$ cat src/logic/sgl_pkg.sv
// package: address map, field positions and reset values of the sgmii port
package sgl_pkg;

  // ****************************************
  // direct management offsets
  // ****************************************
  localparam logic [15:0] INDIRECT_ADDRESS_OFS = 16'h7200;
  localparam logic [15:0] INDIRECT_DATA_OFS = 16'h7206;

  // ****************************************
  // indirect register addresses
  // ****************************************
  localparam logic [31:0] PCS_CONTROL_ADR = 32'h001F0000;
  localparam logic [31:0] AUTONEG_ADVERTISE_ADR = 32'h001F0004;
  localparam logic [31:0] LINK_STATUS_ADR = 32'h001F8002;

  // ****************************************
  // control register fields
  // ****************************************
  localparam int CTL_RESET_BIT = 15;
  localparam int CTL_SPEED_LSB_BIT = 13;
  localparam int CTL_AN_ENABLE_BIT = 12;
  localparam int CTL_DUPLEX_BIT = 8;
  localparam int CTL_SPEED_MSB_BIT = 6;

  // ****************************************
  // status register fields
  // ****************************************
  localparam int STS_AN_DONE_BIT = 0;
  localparam int STS_LINK_BIT = 1;
  localparam int STS_SPEED_LSB = 2;
  localparam int STS_DUPLEX_BIT = 4;

  // ****************************************
  // speed encoding and reset values
  // ****************************************
  localparam logic [1:0] SPEED_1000 = 2'h2;
  localparam logic [1:0] SPEED_100 = 2'h1;
  localparam logic [1:0] SPEED_10 = 2'h0;
  localparam logic [15:0] PCS_CONTROL_RESET = 16'h1140;
  localparam logic [15:0] AUTONEG_ADVERTISE_RESET = 16'h0000;
  localparam logic [31:0] INDIRECT_ADDRESS_RESET = 32'h00000000;
  localparam logic [15:0] CODE_WORD_MANDATORY = 16'h0001;

endpackage

$ cat src/logic/sgl_hold_reg.sv
// module: 16-bit register returned to RESET_VALUE only at power-up or by an interface reset
`timescale 1ns/1ps
`default_nettype none

module sgl_hold_reg #(
  parameter logic [15:0] RESET_VALUE = 16'h0000
) (
  // clock and power-up reset
  input wire logic clock,
  input wire logic rst_b,
  // control
  input wire logic restore,
  input wire logic load,
  input wire logic [15:0] loadValue,
  // value
  output logic [15:0] value
);

  logic [15:0] valueReg;

  // restore beats a load in the same cycle: a reset request must stick
  always_ff @(posedge clock or negedge rst_b) begin
    if (!rst_b) begin
      valueReg <= RESET_VALUE;
    end else if (restore) begin
      valueReg <= RESET_VALUE;
    end else if (load) begin
      valueReg <= loadValue;
    end
  end

  assign value = valueReg;

endmodule

`default_nettype wire

$ cat src/logic/sgl_sgmii_port.sv
// module: port-7 sgmii indirect register window and pcs link configuration
//
// Functional notes
// - sgmii registers reachable only through indirect address and data window
// - read: host writes address, later data-window read returns register
// - address register is one 32-bit word, data window 16 bits
// - autonegotiation code word sent carries bit 0 set
// - phy link results are not forwarded to pcs and mac
// - link runs at 10, 100 or 1000 mbps learned by autonegotiation
// - mac defaults to 1000 mbps operation
// - missing forwarding applies in mac role only, phy role forwards
// - status bits [3:2] report negotiated speed, 10/01/00 encoding
// - control bits 6 and 13 select pcs speed, same encoding
// - link change seen by polling status or autoneg done interrupt
// - sgmii registers reset at power-up only, not by other resets; a control bit 15 write also restores them here
// - control bit 15 resets the sgmii interface
`timescale 1ns/1ps
`default_nettype none

module sgl_sgmii_port (
  // clock and power-up reset
  input wire logic clock,
  input wire logic rst_b,
  // management register port
  input wire logic [15:0] mgmtAddr,
  input wire logic mgmtWrite,
  input wire logic mgmtRead,
  input wire logic [31:0] mgmtWdata,
  output logic [31:0] mgmtRdata,
  output logic mgmtRvalid,
  // strap: port in sgmii phy role
  input wire logic phyRole,
  // results of sgmii autonegotiation with the attached phy
  input wire logic anLinkUp,
  input wire logic [1:0] anSpeed,
  input wire logic anDuplex,
  input wire logic anDone,
  // code word sent during autonegotiation
  output logic [15:0] anCodeWord,
  // pcs and mac configuration
  output logic [1:0] macSpeed,
  output logic macDuplex,
  output logic macAnEnable,
  output logic pcsReset,
  // event to the host
  output logic autonegDoneInterrupt
);

  // ****************************************
  // management decode
  // ****************************************
  logic addrHit;
  logic dataHit;
  logic dataWrite;
  logic [31:0] indirectAddressReg;
  logic ctlSel;
  logic advSel;
  logic stsSel;
  logic addrWrite;

  assign addrHit = mgmtAddr == sgl_pkg::INDIRECT_ADDRESS_OFS;
  assign dataHit = mgmtAddr == sgl_pkg::INDIRECT_DATA_OFS;
  assign dataWrite = mgmtWrite && dataHit;
  assign addrWrite = mgmtWrite && addrHit;
  assign ctlSel = indirectAddressReg == sgl_pkg::PCS_CONTROL_ADR;
  assign advSel = indirectAddressReg == sgl_pkg::AUTONEG_ADVERTISE_ADR;
  assign stsSel = indirectAddressReg == sgl_pkg::LINK_STATUS_ADR;

  // ****************************************
  // indirect address register
  // ****************************************
  // whole 32-bit word taken at once, no partial update
  always_ff @(posedge clock or negedge rst_b) begin
    if (!rst_b) begin
      indirectAddressReg <= sgl_pkg::INDIRECT_ADDRESS_RESET;
    end else if (addrWrite) begin
      indirectAddressReg <= mgmtWdata;
    end
  end

  // ****************************************
  // sgmii control and advertisement
  // ****************************************
  logic [15:0] pcsControl;
  logic [15:0] autonegAdvertise;
  logic interfaceReset;
  logic ctlLoad;

  // bit 15 is not stored: it self-clears by restoring both registers
  assign interfaceReset = dataWrite && ctlSel
    && mgmtWdata[sgl_pkg::CTL_RESET_BIT];
  assign ctlLoad = dataWrite && ctlSel;

  // rst_b is the power-up reset; pin and soft resets never reach here
  sgl_hold_reg #(
    .RESET_VALUE(sgl_pkg::PCS_CONTROL_RESET)
  ) controlReg (
    .clock(clock),
    .rst_b(rst_b),
    .restore(interfaceReset),
    .load(ctlLoad),
    .loadValue(mgmtWdata[15:0]),
    .value(pcsControl)
  );

  sgl_hold_reg #(
    .RESET_VALUE(sgl_pkg::AUTONEG_ADVERTISE_RESET)
  ) advertiseReg (
    .clock(clock),
    .rst_b(rst_b),
    .restore(interfaceReset),
    .load(dataWrite && advSel),
    .loadValue(mgmtWdata[15:0]),
    .value(autonegAdvertise)
  );

  // ****************************************
  // autonegotiation code word
  // ****************************************
  logic [15:0] codeWordNext;

  // bit 0 forced so the partner sees a valid word even before setup
  assign codeWordNext = autonegAdvertise | sgl_pkg::CODE_WORD_MANDATORY;

  always_ff @(posedge clock or negedge rst_b) begin
    if (!rst_b) begin
      anCodeWord <= sgl_pkg::CODE_WORD_MANDATORY;
    end else begin
      anCodeWord <= codeWordNext;
    end
  end

  // ****************************************
  // interface reset pulse
  // ****************************************
  // one cycle only: the pcs must not be held off after the restore
  always_ff @(posedge clock or negedge rst_b) begin
    if (!rst_b) begin
      pcsReset <= 1'b0;
    end else begin
      pcsReset <= interfaceReset;
    end
  end

  // ****************************************
  // autonegotiation status
  // ****************************************
  logic anDoneReg;
  logic [15:0] linkStatus;

  // set wins over the clear made by servicing the control register
  always_ff @(posedge clock or negedge rst_b) begin
    if (!rst_b) begin
      anDoneReg <= 1'b0;
    end else if (anDone) begin
      anDoneReg <= 1'b1;
    end else if (ctlLoad || interfaceReset) begin
      anDoneReg <= 1'b0;
    end
  end

  always_comb begin
    linkStatus = 16'h0000;
    linkStatus[sgl_pkg::STS_AN_DONE_BIT] = anDoneReg;
    linkStatus[sgl_pkg::STS_LINK_BIT] = anLinkUp;
    linkStatus[sgl_pkg::STS_SPEED_LSB +: 2] = anSpeed;
    linkStatus[sgl_pkg::STS_DUPLEX_BIT] = anDuplex;
  end

  assign autonegDoneInterrupt = anDoneReg;

  // ****************************************
  // pcs and mac configuration
  // ****************************************
  logic [1:0] ctlSpeed;
  logic ctlDuplex;
  logic ctlAnEnable;
  logic [1:0] speedNext;
  logic duplexNext;
  logic anEnableNext;

  assign ctlSpeed = {pcsControl[sgl_pkg::CTL_SPEED_MSB_BIT],
    pcsControl[sgl_pkg::CTL_SPEED_LSB_BIT]};
  assign ctlDuplex = pcsControl[sgl_pkg::CTL_DUPLEX_BIT];
  assign ctlAnEnable = pcsControl[sgl_pkg::CTL_AN_ENABLE_BIT];

  // mac role takes only the control register, so a mismatch with the
  // phy breaks the port until software copies the status across
  always_comb begin
    speedNext = ctlSpeed;
    duplexNext = ctlDuplex;
    anEnableNext = ctlAnEnable;
    if (phyRole) begin
      speedNext = anSpeed;
      duplexNext = anDuplex;
    end
  end

  // ****************************************
  // applied speed
  // ****************************************
  // no retrain needed: the new code is taken on the next edge
  always_ff @(posedge clock or negedge rst_b) begin
    if (!rst_b) begin
      macSpeed <= sgl_pkg::SPEED_1000;
    end else begin
      macSpeed <= speedNext;
    end
  end

  // ****************************************
  // applied duplex
  // ****************************************
  always_ff @(posedge clock or negedge rst_b) begin
    if (!rst_b) begin
      macDuplex <= 1'b1;
    end else begin
      macDuplex <= duplexNext;
    end
  end

  // ****************************************
  // applied autonegotiation enable
  // ****************************************
  always_ff @(posedge clock or negedge rst_b) begin
    if (!rst_b) begin
      macAnEnable <= 1'b1;
    end else begin
      macAnEnable <= anEnableNext;
    end
  end

  // ****************************************
  // read path
  // ****************************************
  logic [15:0] windowData;
  logic [31:0] readNext;
  logic addrRead;
  logic dataRead;

  assign addrRead = mgmtRead && addrHit;
  assign dataRead = mgmtRead && dataHit;

  always_comb begin
    windowData = 16'h0000;
    if (ctlSel) begin
      windowData = pcsControl;
    end else if (advSel) begin
      windowData = autonegAdvertise;
    end else if (stsSel) begin
      windowData = linkStatus;
    end
  end

  // unmapped offsets answer zero
  always_comb begin
    readNext = 32'h00000000;
    if (addrRead) begin
      readNext = indirectAddressReg;
    end else if (dataRead) begin
      readNext = {16'h0000, windowData};
    end
  end

  // reads never alter state; data holds until the next read
  always_ff @(posedge clock or negedge rst_b) begin
    if (!rst_b) begin
      mgmtRdata <= 32'h00000000;
    end else if (mgmtRead) begin
      mgmtRdata <= readNext;
    end
  end

  // ****************************************
  // read answer strobe
  // ****************************************
  always_ff @(posedge clock or negedge rst_b) begin
    if (!rst_b) begin
      mgmtRvalid <= 1'b0;
    end else begin
      mgmtRvalid <= mgmtRead;
    end
  end

endmodule

`default_nettype wire

$ cat config.mk
export PLATFORM = sky130hd
export DESIGN_NAME = sgl_sgmii_port
export DESIGN_NICKNAME = d
export VERILOG_FILES = /design/src/logic/sgl_pkg.sv /design/src/logic/sgl_hold_reg.sv /design/src/logic/sgl_sgmii_port.sv
export SDC_FILE = /design/constraint.sdc
export NUM_CORES = 1
export LEC_CHECK = 0
export BUFFER_PORTS_ARGS = -buffer_cell sky130_fd_sc_hd__buf_2
export CORE_ASPECT_RATIO = 1.2
export CORE_MARGIN = 8
export CORE_UTILIZATION = 38
export CTS_CLUSTER_DIAMETER = 120
export DETAILED_ROUTE_END_ITERATION = 8
export PLACE_DENSITY_LB_ADDON = 0.08
export REMOVE_ABC_BUFFERS = 1
export SLEW_MARGIN = 25
export SYNTH_ARGS = -nofsm -noshare
export SYNTH_HDL_FRONTEND = slang
export SYNTH_SLANG_ARGS = --single-unit
$ cat constraint.sdc
create_clock -name clock -period 3.03 [get_ports clock]
set_input_delay 0.1515 -clock clock [delete_from_list [all_inputs] [get_ports clock]]
set_output_delay 0.1515 -clock clock [all_outputs]
set_load 0.01 [all_outputs]
==> impl_metrics.env, run 1 <==
export IMPL_run_status="finished, final reports clean"
export IMPL_synth_top_cell_area_share=0.559
export IMPL_relSlewSlack=0.397
export IMPL_min_period_ps=2440
export IMPL_hold_class="in2reg"
export IMPL_required_ps=3340
export IMPL_routed_wl_um=14500
export IMPL_cpPeakStageDelay_ps=520
export IMPL_cpLargestDelayFamily="simple AND/OR/NAND/NOR gates"
export IMPL_rsz0062_at_grt="false"
export IMPL_syn_area_sq_um=5010
export IMPL_fillers=1225
export IMPL_numPortBuffers=111
export IMPL_dp_hpwl_um=9920
export IMPL_numCtsBuffers=17
export IMPL_critPathCaptureType="flip-flop"
export IMPL_place_congestion=0.775
export IMPL_maxCapViolations=0
export IMPL_dieWidth_um=121
export IMPL_worstSetupStartpointType="flip-flop"
export IMPL_num_vias=4119
export IMPL_antenna_diode_count=0
export IMPL_cts_root_buffer="clkbuf_16"
export IMPL_drive_above_1_share=0.283
export IMPL_maxSlewViolCount=0
export IMPL_dieHeight_um=142
export IMPL_antenna_found_initial=0
export IMPL_fin_util=0.508
export IMPL_drt_first_pass_iters=4
export IMPL_yosysSeqAreaShare=0.590
export IMPL_grt_pass1_wl_um=23500
export IMPL_core_sq_um=13100
export IMPL_p_leak_uw=0.00337
export IMPL_overflow=0
export IMPL_pwr_density_cell_nw_per_um2=560
export IMPL_cp_arrival_ps=2750
export IMPL_path_clk_slew_ps=60
export IMPL_synth_largest_area_cell="dfrtp_1"
export IMPL_cts_resized=0
export IMPL_synth_ff_type="dfrtp_1"
export IMPL_area_growth_pct=32.4
export IMPL_skew_ps=9.26
export IMPL_insertion_delay_ps=410
export IMPL_synth_most_common_cell="dfrtp_1"
export IMPL_vias_per_cell=5.09
export IMPL_synth_edff_count=0
export IMPL_setup_viol=0
export IMPL_crit_path_top_delay_cell="or2_1"
export IMPL_post_drt_wl_per_cell_um=17.9
export IMPL_rows=46
export IMPL_whs_ps=12.2
export IMPL_grt_pass1_vias=4474
export IMPL_htreeDepth=4
export IMPL_stdcell_area_sq_um=6640
export IMPL_ios=113
export IMPL_drt_iter0_markers=196
export IMPL_vdd_ir_drop_max_mv=0.277
export IMPL_synthTopCellsByCount="dfrtp_1, o21ai_0, inv_1"
export IMPL_fin_crit_sh=0.806
export IMPL_cp_num_buf_inv=0
export IMPL_synthArstFlopShare=1.00
export IMPL_synth_area_leaders="dfrtp_1, o21ai_0, mux2i_1"
export IMPL_gr_usage_all_layers=0.177
export IMPL_dpl_cell_area_sq_um=5790
export IMPL_crit_fanout=16
export IMPL_synthCells=486
export IMPL_grt_max_degree=66
export IMPL_clockBufferDepth=2
export IMPL_crit_type="reg2reg"
export IMPL_tritoncts="yes"
export IMPL_p_total_uw=3720
export IMPL_dieArea_sq_um=17100
export IMPL_synth_seq_cells=118
export IMPL_cts_sinks=118
export IMPL_ant_nets=0
export IMPL_initial_core_util=0.384
export IMPL_synthDistinctLibCells=39
export IMPL_post_route_drc_count=0
export IMPL_max_freq_mhz=410
export IMPL_crit_chain="nor4_1 -> nand4_1 -> or3_1 -> or2_1 -> o21ai_0"
export IMPL_finalHoldViolations=0
export IMPL_yosys_warnings=0
export IMPL_multiInputGateArea_sq_um=1760
export IMPL_seq_area_sq_um=2960
export IMPL_avgSynthCellArea_sq_um=10.3
export IMPL_layout_nets=687
export IMPL_worst_pin_slew_ps=905
[power by group]
group	total (uW)	leakage [uW]	switching, uW	internal (uW)
combinational	203	0.00160	114	89.3
clock	1910	0.000259	719	1190
sequential	1600	0.00151	8.16	1600
total	3720	0.00337	841	2870
[worst reg2reg max path, delay by kind of cell, from the launching register on]
family,cells,cell delay [ps]
flops,1,370
compound gates,1,310
simple gates,4,1660
[worst paths after layout]
kind                                       start                      to  slack, ps  cells after the start
setup / recovery           indirectAddressReg[4]     controlReg.value[5]        590                      5
setup reg to reg           indirectAddressReg[4]     controlReg.value[5]        590                      5
hold / removal                      mgmtWdata[3]   indirectAddressReg[3]         10                      3
max in group asynchronous                  rst_b  indirectAddressReg[10]       1850                      3
min in group asynchronous                  rst_b    autonegDoneInterrupt        390                      2
hold reg to reg             controlReg.value[12]             macAnEnable        370                      0
[sequential cells by signal, indices dropped and copies added (netlist names)]
name,cells
macAnEnable,1
advertiseReg.value,16
pcsReset,1
mgmtRvalid,1
controlReg.value,16
macDuplex,1
anCodeWord,15
autonegDoneInterrupt,1
macSpeed,2
indirectAddressReg,32
mgmtRdata,32
[kinds of logic after synthesis]
kind of cell	synth area share
mux	0.0739
simple gates	0.147
buf+inv	0.0621
flops	0.590
other cells	0.000748
compound gates	0.126
[per-stage QoR]
step,setup slack (ps),cells,setup TNS [ps]
global placement,560,750,0
finish,589,810,0
detailed placement,535,750,0
global route,400,810,0
CTS,551,810,0
floorplan,-772,454,-21130
[area by class of cell]
| cell class | instances | area share |
|---|---|---|
| well taps | 168 | 0.0317 |
| repair buffers | 156 | 0.147 |
| clock inverters | 11 | 0.0153 |
| multi-input cells | 293 | 0.265 |
| clock buffers | 21 | 0.0709 |
| inverters | 43 | 0.0243 |
| flip-flops and latches | 118 | 0.446 |
[repair_timing]
| item | in CTS | in global routing |
|---|---|---|
| endpoints found under the hold margin | 84 | 0 |
| endpoints found under the setup margin | 0 | 0 |
| setup buffers | 0 | 0 |
| hold buffers | 28 | 0 |
[cells in the final DEF, fill, tap and decap left out, types with 12 or more instances in the layout]
cell type | netlist | final
buf_2 | 6 | 110
buf_4 | 1 | 17
clkbuf_16 | 0 | 17
dfrtp_1 | 112 | 112
dlygate4sd3_1 | 0 | 28
inv_1 | 43 | 43
mux2_2 | 12 | 12
mux2i_1 | 19 | 19
nand2_1 | 39 | 39
nand2b_1 | 23 | 23
nor2_1 | 40 | 39
o21ai_0 | 60 | 60
o22ai_1 | 16 | 16
[metal layers]
layer  GRT usage  up-vias  wire (um)
li1            -     1949          -
met1       0.208     2059       6360
met2       0.304       96       7290
met3      0.0513       15        729
met4      0.0560        0        143
met5           0        -          0
(Power assumes the default switching activity.)
==> run 2: changes to the inputs <==
- ABC_AREA: not set -> 1
- clock period: 3.03 -> 2.35 ns (I/O delays scaled with it)
==> impl_metrics.env, run 2 <==
export IMPL_max_freq_mhz=522
export IMPL_startpoint="indirectAddressReg[29]"
export IMPL_regToRegSetupSlack_ps=430
export IMPL_cp_common_cell="nand2_1"
export IMPL_dieArea_sq_um=17600
export IMPL_rsz0062_at_grt="false"
export IMPL_synthDistinctLibCells=28
export IMPL_min_period_ps=1920
export IMPL_layout_nets=819
export IMPL_synth_area_mux_share=0
export IMPL_worstSetupStartpointType="flip-flop"
export IMPL_synth_seq_cells=118
export IMPL_p_leak_uw=0.00364
export IMPL_synthTopCellsByCount="nand2_1, dfrtp_1, nand3_1"
export IMPL_relSlewSlack=0.482
export IMPL_synth_top_family_by_area="simple AND/OR/NAND/NOR gates"
export IMPL_dp_hpwl_um=10800
export IMPL_multiInputGateArea_sq_um=1880
export IMPL_clockBufferDepth=2
export IMPL_crit_chain="inv_1 -> nand2_1 -> nor2_1 -> nand2_1 -> nor2_4 -> buf_4 -> nand2_1 -> o21ai_0 -> nand2_1 -> nand3_1"
export IMPL_grt_pass1_wl_um=24500
export IMPL_rows=46
export IMPL_seq_area_sq_um=2960
export IMPL_pwr_density_cell_nw_per_um2=700
export IMPL_synth_ff_type="dfrtp_1"
export IMPL_grt_max_degree=53
export IMPL_fin_tns_setup_ps=0
export IMPL_skew_ps=7.21
export IMPL_cts_root_buffer="clkbuf_16"
export IMPL_crit_fanout=12
export IMPL_synth_largest_area_cell="dfrtp_1"
export IMPL_required_ps=2690
export IMPL_postCtsSetupBuffers=0
export IMPL_fin_crit_sh=0.816
export IMPL_routed_wl_um=15500
export IMPL_syn_area_sq_um=5180
export IMPL_antenna_found_initial=0
export IMPL_synth_top_cell_area_share=0.541
export IMPL_ant_nets=0
export IMPL_setup_viol=0
export IMPL_cts_sinks=118
export IMPL_drive_above_1_share=0.256
export IMPL_reg2reg_depth=10
export IMPL_run_status="finished, final reports clean"
export IMPL_final_cell_mix="nand2_1, dfrtp_1, buf_2, nand3_1, nor2_1"
export IMPL_crit_type="reg2reg"
export IMPL_synth_xor_xnor_area_share=0
export IMPL_dieWidth_um=123
export IMPL_core_sq_um=13300
export IMPL_hold_class="in2reg"
export IMPL_synthCells=597
export IMPL_stdcell_area_sq_um=6970
export IMPL_tritoncts="yes"
export IMPL_maxCapViolations=0
export IMPL_synth_area_leaders="dfrtp_1, nand2_1, nand3_1"
export IMPL_synthSimpleGateAreaFrac=0.302
export IMPL_crit_path_top_delay_cell="dfrtp_1"
export IMPL_htreeDepth=4
export IMPL_path_clk_slew_ps=50
export IMPL_cp_arrival_ps=2260
export IMPL_cts_hold_buf=42
export IMPL_avgSynthCellArea_sq_um=8.68
export IMPL_synth_compound_area_frac=0.0604
export IMPL_synth_most_common_cell="nand2_1"
export IMPL_timing_rr_end="mgmtRdata[6]"
export IMPL_finalHoldViolations=0
export IMPL_gr_usage_all_layers=0.182
export IMPL_yosysSeqAreaShare=0.571
export IMPL_numPortBuffers=111
export IMPL_critPathCaptureType="flip-flop"
export IMPL_post_route_drc_count=0
export IMPL_place_congestion=0.868
export IMPL_ios=113
export IMPL_worst_pin_slew_ps=775
export IMPL_synthArstFlopShare=1.00
export IMPL_yosys_warnings=0
export IMPL_hold_end="indirectAddressReg[11]"
export IMPL_num_vias=4636
export IMPL_drt_iter0_markers=281
export IMPL_hp_start="mgmtWrite"
export IMPL_area_growth_pct=34.6
export IMPL_synth_edff_count=0
export IMPL_mostFrequentLayoutCell="nand2_1"
export IMPL_grt_pass1_vias=4753
export IMPL_post_drt_wl_per_cell_um=16.5
export IMPL_cpPeakStageDelay_ps=360
export IMPL_dieHeight_um=144
export IMPL_dpl_cell_area_sq_um=5950
export IMPL_drt_first_pass_iters=5
export IMPL_top_regs="indirectAddressReg (32), mgmtRdata (32)"
export IMPL_r2r_start="indirectAddressReg[29]"
export IMPL_insertion_delay_ps=410
export IMPL_fillers=1262
export IMPL_antenna_diode_count=0
export IMPL_maxSlewViolCount=0
export IMPL_overflow=0
export IMPL_vdd_ir_drop_max_mv=0.437
export IMPL_synth_fa_ha_area_frac=0
export IMPL_initial_core_util=0.390
export IMPL_whs_path_depth=3
export IMPL_numCtsBuffers=17
export IMPL_cts_resized=0
export IMPL_vias_per_cell=4.93
run 2: changes by cell type in the layout (fill, tap and decap cells not counted), sizes merged, moves of 9 or more:
| cell | change |
|---|---|
| nand2 | +123 |
| mux2 | -16 |
| nor2 | +29 |
| mux2i | -19 |
| nand2b | -23 |
| o21ai | -30 |
| nand3 | +100 |
| dlygate4sd3 | +14 |
| a21oi | +13 |
| a31oi | -11 |
| nor3 | -9 |
| o22ai | -16 |
run 2: critical path, delay by kind of cell, from the launching register on:
kind / cells / cell delay [ps]
AOI/OAI and AO/OA: 1 / 210
and+or+nand+nor: 7 / 870
DFF: 1 / 360
buffers and inverters: 2 / 380
run 2: report_power, final:
group / switching [uW] / internal, uW / total [uW]
combinational: 107 / 94.9 / 202
clock: 902 / 1730 / 2630
sequential: 0.945 / 2040 / 2040
total: 1010 / 3870 / 4880
run 2: how the worst max path moves through the flow:
stage / slack [ps] / endpoint
after floorplan: 250 / advertiseReg.value[0]
after global placement: 460 / advertiseReg.value[11]
after detailed placement: 460 / advertiseReg.value[10]
after CTS: 450 / mgmtRdata[6]
after global routing: 260 / advertiseReg.value[4]
final: 430 / mgmtRdata[6]
run 2: cells by family (layout without fill, tap and decap cells):
kind of cell	Yosys count	count (layout)
flip-flops	118	118
other	1	1
buffers and inverters	74	250
AND/OR/NAND/NOR	343	343
AO/OA/AOI/OAI	61	61
run 2: final cells by class:
cell class / instances / area share
clock inverter: 10 / 0.0183
inverter: 48 / 0.0258
timing repair buffer: 171 / 0.163
multi-input combinational: 405 / 0.270
clock buffer: 21 / 0.0675
tap: 168 / 0.0302
sequential: 118 / 0.425
run 2: per-layer routing:
layer | routed length [um] | GRT usage | up-vias
li1 | - | - | 2246
met1 | 6350 | 0.208 | 2231
met2 | 8020 | 0.321 | 143
met3 | 947 | 0.0440 | 16
met4 | 175 | 0.0694 | 0
met5 | 0 | 0 | -
run 2: metrics by stage:
step	hold WS (ps)	std cells	utilization	setup WS (ps)	total power, uW
global route	20.9	941	0.524	258	5030
global placement	139	868	0.448	459	2230
detailed placement	134	868	0.448	461	2230
CTS	4.37	941	0.524	448	4920
floorplan	-178	571	-	249	2100
finish	21.9	941	0.524	433	4880
